==> src/verilog/crs_pkg.sv <==
// package: offsets, field layout and reset values of the comparator range registers
package crs_pkg;
   localparam int          CRS_AW              = 8;
   localparam int          CRS_DW              = 8;
   localparam int          CRS_CW              = 3;
   localparam int          CRS_MW              = 12;
   localparam int          CRS_PW              = 14;
   // register byte addresses
   localparam logic [7:0]  CRS_ADDR_RANGE      = 8'hb9;
   localparam logic [7:0]  CRS_ADDR_LOSS       = 8'hf0;
   localparam logic [7:0]  CRS_ADDR_STATUS     = 8'hf1;
   // field positions
   localparam int          CRS_DRIVE_LSB       = 4;
   localparam int          CRS_POWER_LSB       = 0;
   localparam int          CRS_LOSS_LSB        = 0;
   localparam int          CRS_ST_WDENY        = 0;
   localparam int          CRS_ST_RDENY        = 1;
   localparam int          CRS_ST_COMMIT       = 2;
   // writable bit masks, reserved bits stay zero
   localparam logic [7:0]  CRS_RANGE_MASK      = 8'h77;
   localparam logic [7:0]  CRS_LOSS_MASK       = 8'h07;
   localparam logic [7:0]  CRS_STATUS_MASK     = 8'h07;
   // factory defaults
   localparam logic [7:0]  CRS_RANGE_RESET     = 8'h00;
   localparam logic [7:0]  CRS_LOSS_RESET      = 8'h00;
   localparam logic [7:0]  CRS_STATUS_RESET    = 8'h00;
   // storage word indices
   localparam logic        CRS_IDX_RANGE       = 1'b0;
   localparam logic        CRS_IDX_LOSS        = 1'b1;
   // full-scale bases in millivolts
   localparam logic [11:0] CRS_DRIVE_BASE_MV   = 12'h4e2;
   localparam logic [11:0] CRS_POWER_BASE_MV   = 12'h9c4;
   localparam logic [11:0] CRS_LOSS_BASE_MV    = 12'h4e2;

   typedef enum logic [1:0] {
      CRS_SRC_NONE   = 2'b00,
      CRS_SRC_STORE  = 2'b01,
      CRS_SRC_STATUS = 2'b10
   } crs_src_t;
endpackage

==> src/verilog/crs_nv_store.sv <==
// module: two-word range storage with a registered read port
`timescale 1ns/1ps
`default_nettype none
module crs_nv_store
   import crs_pkg::*;
#(
   parameter int DW = 8
) (
   input  wire logic          mclk,
   input  wire logic          reset_n,
   input  wire logic          wr_en,
   input  wire logic          wr_idx,
   input  wire logic [DW-1:0] wr_data,
   input  wire logic          rd_en,
   input  wire logic          rd_idx,
   output logic      [DW-1:0] rd_q,
   output logic      [DW-1:0] word0,
   output logic      [DW-1:0] word1
);
   import crs_pkg::*;

   logic [DW-1:0] mem [0:1];

   always_ff @(posedge mclk or negedge reset_n) begin
      if (!reset_n) begin
         mem[0] <= DW'(CRS_RANGE_RESET);
         mem[1] <= DW'(CRS_LOSS_RESET);
      end else if (wr_en) begin
         mem[wr_idx] <= wr_data;
      end
   end

   // read data hold only in the cycle after the read
   always_ff @(posedge mclk or negedge reset_n) begin
      if (!reset_n) begin
         rd_q <= '0;
      end else if (rd_en) begin
         rd_q <= mem[rd_idx];
      end else begin
         rd_q <= '0;
      end
   end

   assign word0 = mem[0];
   assign word1 = mem[1];
endmodule
`default_nettype wire

==> src/verilog/crs_range.sv <==
// module: comparator range select register bank and full-scale decode
//
// Strobed register access was left to the implementer.
`timescale 1ns/1ps
`default_nettype none
module crs_range
   import crs_pkg::*;
(
   input  wire logic                   mclk,
   input  wire logic                   reset_n,
   input  wire logic [crs_pkg::CRS_AW-1:0] addr,
   input  wire logic [crs_pkg::CRS_DW-1:0] wr_data,
   input  wire logic                   wr_strobe,
   input  wire logic                   rd_strobe,
   output logic      [crs_pkg::CRS_DW-1:0] rd_data,
   input  wire logic                   upper_password_level,
   input  wire logic                   nv_restore_valid,
   input  wire logic                   nv_restore_sel,
   input  wire logic [crs_pkg::CRS_DW-1:0] nv_restore_data,
   output logic                        nv_commit,
   output logic                        nv_commit_sel,
   output logic      [crs_pkg::CRS_DW-1:0] nv_commit_data,
   output logic      [crs_pkg::CRS_CW-1:0] drive_current_range,
   output logic      [crs_pkg::CRS_CW-1:0] power_loop_range,
   output logic      [crs_pkg::CRS_CW-1:0] loss_low_range,
   output logic      [crs_pkg::CRS_MW-1:0] drive_current_fs_mv,
   output logic      [crs_pkg::CRS_MW-1:0] power_loop_fs_mv,
   output logic      [crs_pkg::CRS_MW-1:0] loss_low_fs_mv,
   output logic      [crs_pkg::CRS_PW-1:0] range_percent
);
   import crs_pkg::*;

   // percent of full scale, in hundredths, per range code
   function automatic logic [CRS_PW-1:0] pct_of(input logic [CRS_CW-1:0] code);
      case (code)
         3'h0:    pct_of = 14'h2710;
         3'h1:    pct_of = 14'h1f40;
         3'h2:    pct_of = 14'h1a0b;
         3'h3:    pct_of = 14'h1388;
         3'h4:    pct_of = 14'h0fa0;
         3'h5:    pct_of = 14'h0d05;
         3'h6:    pct_of = 14'h0b29;
         3'h7:    pct_of = 14'h09c4;
         default: pct_of = 14'h2710;
      endcase
   endfunction

   // full scale in millivolts; table beats division by 1/n for rounding
   function automatic logic [CRS_MW-1:0] fs_mv(input logic [CRS_MW-1:0] base,
                                                input logic [CRS_CW-1:0] code);
      logic wide;
      wide = (base == CRS_POWER_BASE_MV);
      case (code)
         3'h0:    fs_mv = base;
         3'h1:    fs_mv = wide ? 12'h7d0 : 12'h3e8;
         3'h2:    fs_mv = wide ? 12'h683 : 12'h341;
         3'h3:    fs_mv = wide ? 12'h4e2 : 12'h271;
         3'h4:    fs_mv = wide ? 12'h3e8 : 12'h1f4;
         3'h5:    fs_mv = wide ? 12'h341 : 12'h1a1;
         3'h6:    fs_mv = wide ? 12'h2ca : 12'h165;
         3'h7:    fs_mv = wide ? 12'h271 : 12'h139;
         default: fs_mv = base;
      endcase
   endfunction

   logic                hit_range;
   logic                hit_loss;
   logic                hit_status;
   logic                allowed;
   logic                store_wr;
   logic                store_wr_idx;
   logic [CRS_DW-1:0]   store_wr_data;
   logic                store_rd;
   logic [CRS_DW-1:0]   store_rd_q;
   logic [CRS_DW-1:0]   word_range;
   logic [CRS_DW-1:0]   word_loss;
   logic                sw_wr;
   logic [CRS_DW-1:0]   status;
   logic [CRS_DW-1:0]   status_rd_q;
   crs_src_t            rd_src;
   logic                set_wdeny;
   logic                set_rdeny;

   assign hit_range  = (addr == CRS_ADDR_RANGE);
   assign hit_loss   = (addr == CRS_ADDR_LOSS);
   assign hit_status = (addr == CRS_ADDR_STATUS);
   assign allowed    = upper_password_level;

   // software write wins over a restore in the same cycle
   assign sw_wr = wr_strobe && (hit_range || hit_loss) && allowed;

   always_comb begin
      store_wr      = 1'b0;
      store_wr_idx  = CRS_IDX_RANGE;
      store_wr_data = '0;
      if (sw_wr) begin
         store_wr      = 1'b1;
         store_wr_idx  = hit_loss ? CRS_IDX_LOSS : CRS_IDX_RANGE;
         store_wr_data = wr_data & (hit_loss ? CRS_LOSS_MASK : CRS_RANGE_MASK);
      end else if (nv_restore_valid) begin
         store_wr      = 1'b1;
         store_wr_idx  = nv_restore_sel;
         store_wr_data = nv_restore_data
                         & (nv_restore_sel ? CRS_LOSS_MASK : CRS_RANGE_MASK);
      end
   end

   // denied reads return zero, not stale storage
   assign store_rd  = rd_strobe && (hit_range || hit_loss) && allowed;
   assign set_wdeny = wr_strobe && (hit_range || hit_loss) && !allowed;
   assign set_rdeny = rd_strobe && (hit_range || hit_loss) && !allowed;

   crs_nv_store #(
      .DW (CRS_DW)
   ) u_store (
      .mclk    (mclk),
      .reset_n (reset_n),
      .wr_en   (store_wr),
      .wr_idx  (store_wr_idx),
      .wr_data (store_wr_data),
      .rd_en   (store_rd),
      .rd_idx  (hit_loss),
      .rd_q    (store_rd_q),
      .word0   (word_range),
      .word1   (word_loss)
   );

   // persistence hand-off: each accepted range or loss write is pushed to the nv engine
   always_ff @(posedge mclk or negedge reset_n) begin
      if (!reset_n) begin
         nv_commit      <= 1'b0;
         nv_commit_sel  <= 1'b0;
         nv_commit_data <= '0;
      end else begin
         nv_commit      <= sw_wr;
         nv_commit_sel  <= hit_loss;
         nv_commit_data <= sw_wr ? store_wr_data : '0;
      end
   end

   // sticky status; hardware set wins over software clear
   always_ff @(posedge mclk or negedge reset_n) begin
      if (!reset_n) begin
         status <= CRS_STATUS_RESET;
      end else begin
         if (wr_strobe && hit_status && allowed) begin
            status <= status & ~(wr_data & CRS_STATUS_MASK);
         end
         if (set_wdeny) begin
            status[CRS_ST_WDENY] <= 1'b1;
         end
         if (set_rdeny) begin
            status[CRS_ST_RDENY] <= 1'b1;
         end
         if (sw_wr) begin
            status[CRS_ST_COMMIT] <= 1'b1;
         end
      end
   end

   // status readable at any password level
   always_ff @(posedge mclk or negedge reset_n) begin
      if (!reset_n) begin
         status_rd_q <= '0;
         rd_src      <= CRS_SRC_NONE;
      end else begin
         status_rd_q <= (rd_strobe && hit_status) ? status : '0;
         if (store_rd) begin
            rd_src <= CRS_SRC_STORE;
         end else if (rd_strobe && hit_status) begin
            rd_src <= CRS_SRC_STATUS;
         end else begin
            rd_src <= CRS_SRC_NONE;
         end
      end
   end

   always_comb begin
      case (rd_src)
         CRS_SRC_STORE:  rd_data = store_rd_q;
         CRS_SRC_STATUS: rd_data = status_rd_q;
         CRS_SRC_NONE:   rd_data = '0;
         default:        rd_data = '0;
      endcase
   end

   // field outputs and decoded full scale, registered
   always_ff @(posedge mclk or negedge reset_n) begin
      if (!reset_n) begin
         drive_current_range <= CRS_RANGE_RESET[CRS_DRIVE_LSB +: CRS_CW];
         power_loop_range    <= CRS_RANGE_RESET[CRS_POWER_LSB +: CRS_CW];
         loss_low_range      <= CRS_LOSS_RESET[CRS_LOSS_LSB +: CRS_CW];
      end else begin
         drive_current_range <= word_range[CRS_DRIVE_LSB +: CRS_CW];
         power_loop_range    <= word_range[CRS_POWER_LSB +: CRS_CW];
         loss_low_range      <= word_loss[CRS_LOSS_LSB +: CRS_CW];
      end
   end

   always_ff @(posedge mclk or negedge reset_n) begin
      if (!reset_n) begin
         drive_current_fs_mv <= CRS_DRIVE_BASE_MV;
         power_loop_fs_mv    <= CRS_POWER_BASE_MV;
         loss_low_fs_mv      <= CRS_LOSS_BASE_MV;
         range_percent       <= 14'h2710;
      end else begin
         drive_current_fs_mv <= fs_mv(CRS_DRIVE_BASE_MV,
                                      word_range[CRS_DRIVE_LSB +: CRS_CW]);
         power_loop_fs_mv    <= fs_mv(CRS_POWER_BASE_MV,
                                      word_range[CRS_POWER_LSB +: CRS_CW]);
         loss_low_fs_mv      <= fs_mv(CRS_LOSS_BASE_MV,
                                      word_loss[CRS_LOSS_LSB +: CRS_CW]);
         range_percent       <= pct_of(word_range[CRS_DRIVE_LSB +: CRS_CW]);
      end
   end
endmodule
`default_nettype wire
==> config.mk <==
export PLATFORM = sky130hd
export DESIGN_NAME = crs_range
export DESIGN_NICKNAME = d
export VERILOG_FILES = /design/src/verilog/crs_pkg.sv /design/src/verilog/crs_nv_store.sv /design/src/verilog/crs_range.sv
export SDC_FILE = /design/constraint.sdc
export NUM_CORES = 1
export LEC_CHECK = 0
export BUFFER_PORTS_ARGS = -buffer_cell sky130_fd_sc_hd__buf_2
export CORE_ASPECT_RATIO = 1.25
export CORE_MARGIN = 2
export CORE_UTILIZATION = 45
export DETAILED_ROUTE_END_ITERATION = 6
export PLACE_DENSITY = 0.7
export SLEW_MARGIN = 20
export SYNTH_ARGS = -nofsm -noshare
export SYNTH_HDL_FRONTEND = slang
export SYNTH_SLANG_ARGS = --single-unit
==> constraint.sdc <==
create_clock -name mclk -period 1.87 [get_ports mclk]
set_input_delay 0.2805 -clock mclk [delete_from_list [all_inputs] [get_ports mclk]]
set_output_delay 0.2805 -clock mclk [all_outputs]
set_load 0.01 [all_outputs]
==> metrics.log, run 1 <==
[metrics] status: complete, no violations
[metrics] time the worst path needs with I/O delays and setup: 1.74 ns
[metrics] placement-stage cell area: 0.00380 mm^2
[metrics] post-synth design cell area: 0.00326 mm^2
[metrics] Routed WL per cell: 12.5 um
[metrics] Sw Pwr: 1.02 mW
[metrics] leakage power total: 2.04 nW
[metrics] Setup Crit Path Kind: reg2out
[metrics] top-area cell type share of the netlist area: 0.507
[metrics] drt pass-1 iters: 4
[metrics] share of the cycle needed by the critical path after routing: 0.929
[metrics] largest delay contributor family on the critical path: flip-flops
[metrics] number of standard-cell rows in the floorplan: 34
[metrics] final setup vio count: 0
[metrics] register share of total power: 0.511
[metrics] Initial Util: 0.467
[metrics] data required time of the worst path: 1.59 ns
[metrics] overall via count from detail_route: 2027
[metrics] grt ovf: 0
[metrics] Buf+Inv Stages, Crit Path: 2
[metrics] largest net degree at the start of global routing: 37
[metrics] fmax: 576 MHz
[metrics] first-pass GRT wire length: 9040 um
[metrics] DRT Wirelength: 5640 um
[metrics] type of origin of the critical path: flop
[metrics] design internal power: 2.86 mW
[metrics] cell area power density: 961 mW/mm^2
[metrics] routability congestion estimate: 0.774
[metrics] ordered cell list for the critical path: inv_1, ha_2, nor2b_4, and2_1, buf_2
[metrics] worst-case setup slack after placement: -0.0648 ns
[metrics] skew final: 0.0101 ns
[metrics] commonest cells after routing, fill and taps aside: buf_2, dfrtp_1, inv_1, ha_1, nor2_1
[metrics] chip width: 80.1 um
[metrics] final number of hold-violating endpoints: 0
[metrics] Critical Path End Type: output pin
[metrics] gate count after technology mapping: 256
[metrics] maximum buffer depth of the clock tree: 2
[metrics] Top-Level Pins: 108
[metrics] fraction of final layout cells sized beyond drive strength 1: 0.424
[metrics] IO buf count: 97
[metrics] post-CTS setup buffer count: 0
[metrics] clock network latency to the later pin of the worst-skew pair: 0.35 ns
[metrics] clock transition at the register clock pins on the worst setup and hold paths after CTS: 0.08 ns
[metrics] count of state elements after synthesis: 78
[metrics] total die area: 0.00794 mm^2
[metrics] most frequent standard cell in the layout excluding fill and tap cells: buf_2
[metrics] Seq/Total Area, Yosys: 0.604
[metrics] H-tree levels: 3
[metrics] count of nets after finishing: 406
[metrics] worst endpoint data arrival time: 1.46 ns
[metrics] final critical-path setup slack: 0.132 ns
[metrics] highest fanout seen on the critical path: 4
[metrics] Hold WC Path Type: in2reg
[metrics] TritonCTS Buffers: 9
[metrics] Area growth syn-to-layout: 24.0%
[metrics] antenna-violating nets left: 0
[metrics] library cell with the largest summed area after synthesis: dfrtp_1
[metrics] per-instance average area after synthesis: 12.7 um^2
[metrics] average vias per placed instance: 4.49
[metrics] vertical extent of the die: 99.1 um
[metrics] Finished Cell Area: 0.00404 mm^2
[metrics] Final Power: 3.88 mW
[metrics] switching share of total power: 0.263
[metrics] vias in the first global route: 1932
[metrics] estimated wirelength of the detail-placed design: 4220 um
[metrics] TritonCTS clock tree: built
[metrics] Yosys warning total: 0
[metrics] antenna diode instance count: 0
[metrics] number of distinct standard cells referenced by the synthesized netlist: 34
[metrics] unrepaired setup endpoints after global routing: false
[metrics] clock sink total: 78
[metrics] cell types with the largest area share after synthesis: dfrtp_1, dfstp_2, ha_1, buf_4, mux2i_1
[metrics] final max-slew violation count: 0
[metrics] GR Util All Layers: 0.154
[metrics] placeable core region: 0.00698 mm^2
[metrics] combinational share of power: 0.159
[metrics] drt initial violations: 87
[metrics] share of total power in the clock network: 0.330
[metrics] root buf cell: clkbuf_8
[metrics] Post-route DRC: 0
[metrics] Worst path slowest cell: dfrtp_1
[metrics] worst vdd ir: 437 uV
[metrics] Worst path max stage delay: 0.42 ns
[metrics] initial antenna violation count: 0
[metrics] number of violations of the max-capacitance limit: 0
==> metrics by stage <==
| stage | TNS (ns) | hold WS [ns] | utilization | cells |
|---|---|---|---|---|
| floorplan | 0 | -0.0151 | - | 261 |
| global placement | -0.0676 | 0.251 | 0.544 | 434 |
| detailed placement | -0.438 | 0.250 | 0.544 | 434 |
| CTS | 0 | 0.127 | 0.576 | 451 |
| global route | 0 | 0.123 | 0.579 | 451 |
| finish | 0 | 0.148 | 0.579 | 451 |
==> metal layers <==
layer  wire length, um  GRT usage
met2              2970      0.251
met1              2270      0.184
met4                56     0.0756
met3               348     0.0481
met5                 0          0
==> cell usage after synthesis <==
| cell | n |
|---|---|
| a211oi_4 | 1 |
| a21o_1 | 1 |
| a21oi_1 | 1 |
| a22oi_1 | 3 |
| and2_1 | 14 |
| buf_2 | 1 |
| buf_4 | 19 |
| clkbuf_1 | 3 |
| conb_1 | 1 |
| dfrtp_1 | 66 |
| dfstp_2 | 12 |
| ha_1 | 19 |
| inv_1 | 20 |
| inv_2 | 1 |
| mux2_2 | 9 |
| mux2i_1 | 13 |
| nand2_1 | 8 |
| nand2b_1 | 9 |
| nand3_1 | 2 |
| nand3b_1 | 3 |
| nand4b_1 | 2 |
| nor2_1 | 16 |
| nor2b_1 | 9 |
| nor3_1 | 2 |
| nor4_4 | 1 |
| o211ai_1 | 1 |
| o21ai_0 | 6 |
| o21bai_2 | 1 |
| o221a_1 | 3 |
| o41ai_1 | 2 |
| or2_2 | 3 |
| or3_1 | 2 |
| or3b_4 | 1 |
| or4b_1 | 1 |
==> path summary, 6_finish.rpt <==
| kind | depth (start not counted) | slack, ns | to | start |
|---|---|---|---|---|
| min | 2 | 0.15 | nv_commit_data[5]$_DFF_PN0_ | wr_data[5] |
| max in group asynchronous | 3 | 0.84 | loss_low_fs_mv[6]$_DFF_PN1_ | reset_n |
| max | 5 | 0.13 | rd_data[4] | rd_src[1]$_DFF_PN0_ |
| max reg2reg | 3 | 0.48 | range_percent[11]$_DFF_PN0_ | u_store.word0[4]$_DFFE_PN0P_ |
| min in group asynchronous | 2 | 0.41 | range_percent[11]$_DFF_PN0_ | reset_n |
| min reg2reg | 1 | 0.49 | status_rd_q[2]$_DFF_PN0_ | status[2]$_DFFE_PN0P_ |
==> logic make-up (layout without fill, tap and decap cells) <==
family,Yosys count,count (layout),synth area share
compound gates,19,19,0.0476
fa+ha+maj,19,19,0.0730
buf+inv,44,144,0.0730
flops,78,78,0.604
mux,22,22,0.0711
other cells,1,6,0.00115
simple gates,73,73,0.130
==> worst reg2reg max path: stages, from the launching register on <==
cell     delay [ns]
dfrtp_1        0.50
inv_1          0.15
ha_1           0.34
or2_2          0.31
==> state kept, by name (all words and copies together), names as in the netlist, 6 cells and up <==
register and count:
power_loop_fs_mv 11, loss_low_fs_mv 10, u_store.word1 6, u_store.rd_q 6
u_store.word0 6, nv_commit_data 6, range_percent 13
==> power by group through the flow <==
stage          Sequential [mW]  Combinational [mW]  Clock [mW]
6_report                  1.98               0.616        1.28
5_1_grt                   2.02               0.692        1.40
4_1_cts                   1.99               0.629        1.33
3_5_place_dp              2.02               0.624           0
3_3_place_gp              2.02               0.617           0
2_1_floorplan             2.08               0.316           0
==> repair_timing <==
item                                   CTS  global route
endpoints found under the hold margin   30             0
setup endpoints to repair                0             3
gates resized for setup                  0             4
hold buffers                             1             0
==> layout make-up <==
cell class | instances | area, um^2
well taps | 90 | 113
flip-flops and latches | 78 | 1970
fillers | 610 | 2940
multi-input cells | 139 | 1090
inverters | 21 | 78.8
clock buffers | 12 | 155
clock inverters | 4 | 53.8
repair buffers | 107 | 578
Power figures use the tool's default switching activity.
==> inputs of run 2 (changes only) <==
--- a/config.mk
+++ b/config.mk
@@ -8,9 +8,9 @@
 export BUFFER_PORTS_ARGS = -buffer_cell sky130_fd_sc_hd__buf_2
 export CORE_ASPECT_RATIO = 1.25
 export CORE_MARGIN = 2
-export CORE_UTILIZATION = 45
+export CORE_UTILIZATION = 46
 export DETAILED_ROUTE_END_ITERATION = 6
-export PLACE_DENSITY = 0.7
+export PLACE_DENSITY = 0.72
 export SLEW_MARGIN = 20
 export SYNTH_ARGS = -nofsm -noshare
 export SYNTH_HDL_FRONTEND = slang
==> metrics.log, run 2 (synthesized netlist as in run 1, its figures left out) <==
[metrics] drt initial violations: 86
[metrics] final setup vio count: 0
[metrics] register bank with the most flops: range_percent
[metrics] Post-route DRC: 0
[metrics] maximum buffer depth of the clock tree: 2
[metrics] worst reg2reg setup slack: 0.47 ns
[metrics] placeable core region: 0.00689 mm^2
[metrics] count of nets after finishing: 409
[metrics] register share of total power: 0.490
[metrics] Routed WL per cell: 12.9 um
[metrics] fraction of final layout cells sized beyond drive strength 1: 0.429
[metrics] H-tree levels: 3
[metrics] share of total power in the clock network: 0.352
[metrics] max reg flops: 13
[metrics] worst-case setup slack after placement: -0.0332 ns
[metrics] TritonCTS Buffers: 9
[metrics] Setup Crit Path Kind: reg2out
[metrics] non-filler instance count after layout: 454
[metrics] final total negative setup slack: 0 ns
[metrics] type of origin of the critical path: flop
[metrics] first-pass GRT wire length: 9670 um
[metrics] number of standard-cell rows in the floorplan: 34
[metrics] clock network latency to the later pin of the worst-skew pair: 0.34 ns
[metrics] Sw Pwr: 1.00 mW
[metrics] vias in the first global route: 2112
[metrics] IO buf count: 97
[metrics] DRT Wirelength: 5850 um
[metrics] registers with the most flip-flops: range_percent: 13 flops, power_loop_fs_mv: 11 flops, loss_low_fs_mv: 10 flops
[metrics] footprint of the multi-input gates: 0.00109 mm^2
[metrics] Fin Hold WS: 0.151 ns
[metrics] combinational share of power: 0.158
[metrics] time the worst path needs with I/O delays and setup: 1.76 ns
[metrics] fmax: 569 MHz
[metrics] routability congestion estimate: 0.801
[metrics] Hold WC Path Type: in2reg
[metrics] final cell utilization of the core: 0.592
[metrics] number of violations of the max-capacitance limit: 0
[metrics] initial antenna violation count: 0
[metrics] highest fanout seen on the critical path: 4
[metrics] clock sink total: 78
[metrics] status: complete, no violations
[metrics] leakage power total: 2.08 nW
[metrics] worst vdd ir: 437 uV
[metrics] Initial Util: 0.473
[metrics] worst endpoint data arrival time: 1.48 ns
[metrics] final number of hold-violating endpoints: 0
[metrics] Hold Startpoint: wr_data[4]
[metrics] data required time of the worst path: 1.59 ns
[metrics] Critical Path End Type: output pin
[metrics] length in cells of the worst reg-to-reg path: 3
[metrics] count of placed standard cells including taps: 437
[metrics] clock transition at the register clock pins on the worst setup and hold paths after CTS: 0.07 ns
[metrics] final max-slew violation count: 0
[metrics] Fill cells: 592
[metrics] commonest cells after routing, fill and taps aside: buf_2, dfrtp_1, inv_1, ha_1, nor2_1
[metrics] Sequential Area: 0.00197 mm^2
[metrics] final critical-path setup slack: 0.114 ns
[metrics] TritonCTS clock tree: built
[metrics] total die area: 0.00777 mm^2
[metrics] root buf cell: clkbuf_8
[metrics] drt pass-1 iters: 4
[metrics] estimated wirelength of the detail-placed design: 4440 um
[metrics] skew final: 0.00719 ns
[metrics] design internal power: 3.03 mW
[metrics] post-CTS setup buffer count: 0
[metrics] worst flop-to-flop path startpoint: u_store.word0[4]$_DFFE_PN0P_
[metrics] average vias per placed instance: 4.60
[metrics] largest net degree at the start of global routing: 44
[metrics] count of cells along the worst hold path: 2
[metrics] antenna-violating nets left: 0
[metrics] most frequent standard cell in the layout excluding fill and tap cells: buf_2
[metrics] switching share of total power: 0.249
[metrics] GR Util All Layers: 0.165
[metrics] vertical extent of the die: 98.1 um
[metrics] Area growth syn-to-layout: 25.3%
[metrics] worst setup path startpoint: rd_src[1]$_DFF_PN0_
[metrics] cell area power density: 989 mW/mm^2
[metrics] chip width: 79.3 um
[metrics] antenna diode instance count: 0
[metrics] grt ovf: 0
[metrics] Top-Level Pins: 108
[metrics] overall via count from detail_route: 2090
[metrics] share of the cycle needed by the critical path after routing: 0.939
## run 2: metrics by stage
step           cell area [um^2]  total power [mW]
3_3_place_gp               3820              2.64
6_report                   4080              4.04
2_1_floorplan              3280              2.39
5_1_grt                    4080              4.25
4_1_cts                    4060              4.09
3_5_place_dp               3820              2.66
## run 2: critical path, stage by stage, from the launching register on
cell and delay, ns:
dfrtp_1 0.42, inv_1 0.08, ha_2 0.20, nor2b_2 0.17, and2_1 0.14, buf_2 0.12
## run 2: power groups by stage
stage | Combinational [mW] | Clock, mW | Sequential (mW)
after floorplan | 0.316 | 0 | 2.08
final | 0.638 | 1.42 | 1.98
after global routing | 0.714 | 1.53 | 2.00
after CTS | 0.652 | 1.46 | 1.98
after global placement | 0.634 | 0 | 2.01
after detailed placement | 0.648 | 0 | 2.02
## run 2: timing repair
action	CTS	global route
endpoints found under the hold margin	27	0
setup endpoints to repair	0	3
hold buffers	1	0
gates resized for setup	0	3
## run 2: layout make-up
| cell class | count | share of cell area |
|---|---|---|
| Clock inverter | 3 | 0.0159 |
| Tap cell | 90 | 0.0276 |
| Multi-Input combinational cell | 139 | 0.267 |
| Clock buffer | 13 | 0.0414 |
| Timing Repair Buffer | 110 | 0.147 |
| Inverter | 21 | 0.0193 |
| Sequential cell | 78 | 0.482 |
## run 2: routing by layer
| layer | wire, um | up-vias | track usage |
|---|---|---|---|
| met3 | 338 | 7 | 0.0444 |
| met4 | 107 | 0 | 0.0796 |
| li1 | - | 1015 | - |
| met2 | 3040 | 74 | 0.272 |
| met5 | 0 | - | 0 |
| met1 | 2370 | 994 | 0.199 |
## run 2: path summary, 6_finish.rpt
check | end
max reg2reg | range_percent[11]$_DFF_PN0_
max in group asynchronous | loss_low_fs_mv[1]$_DFF_PN1_
max | rd_data[4]
min | nv_commit_data[4]$_DFF_PN0_
min reg2reg | loss_low_fs_mv[7]$_DFF_PN1_
min in group asynchronous | power_loop_range[0]$_DFF_PN0_
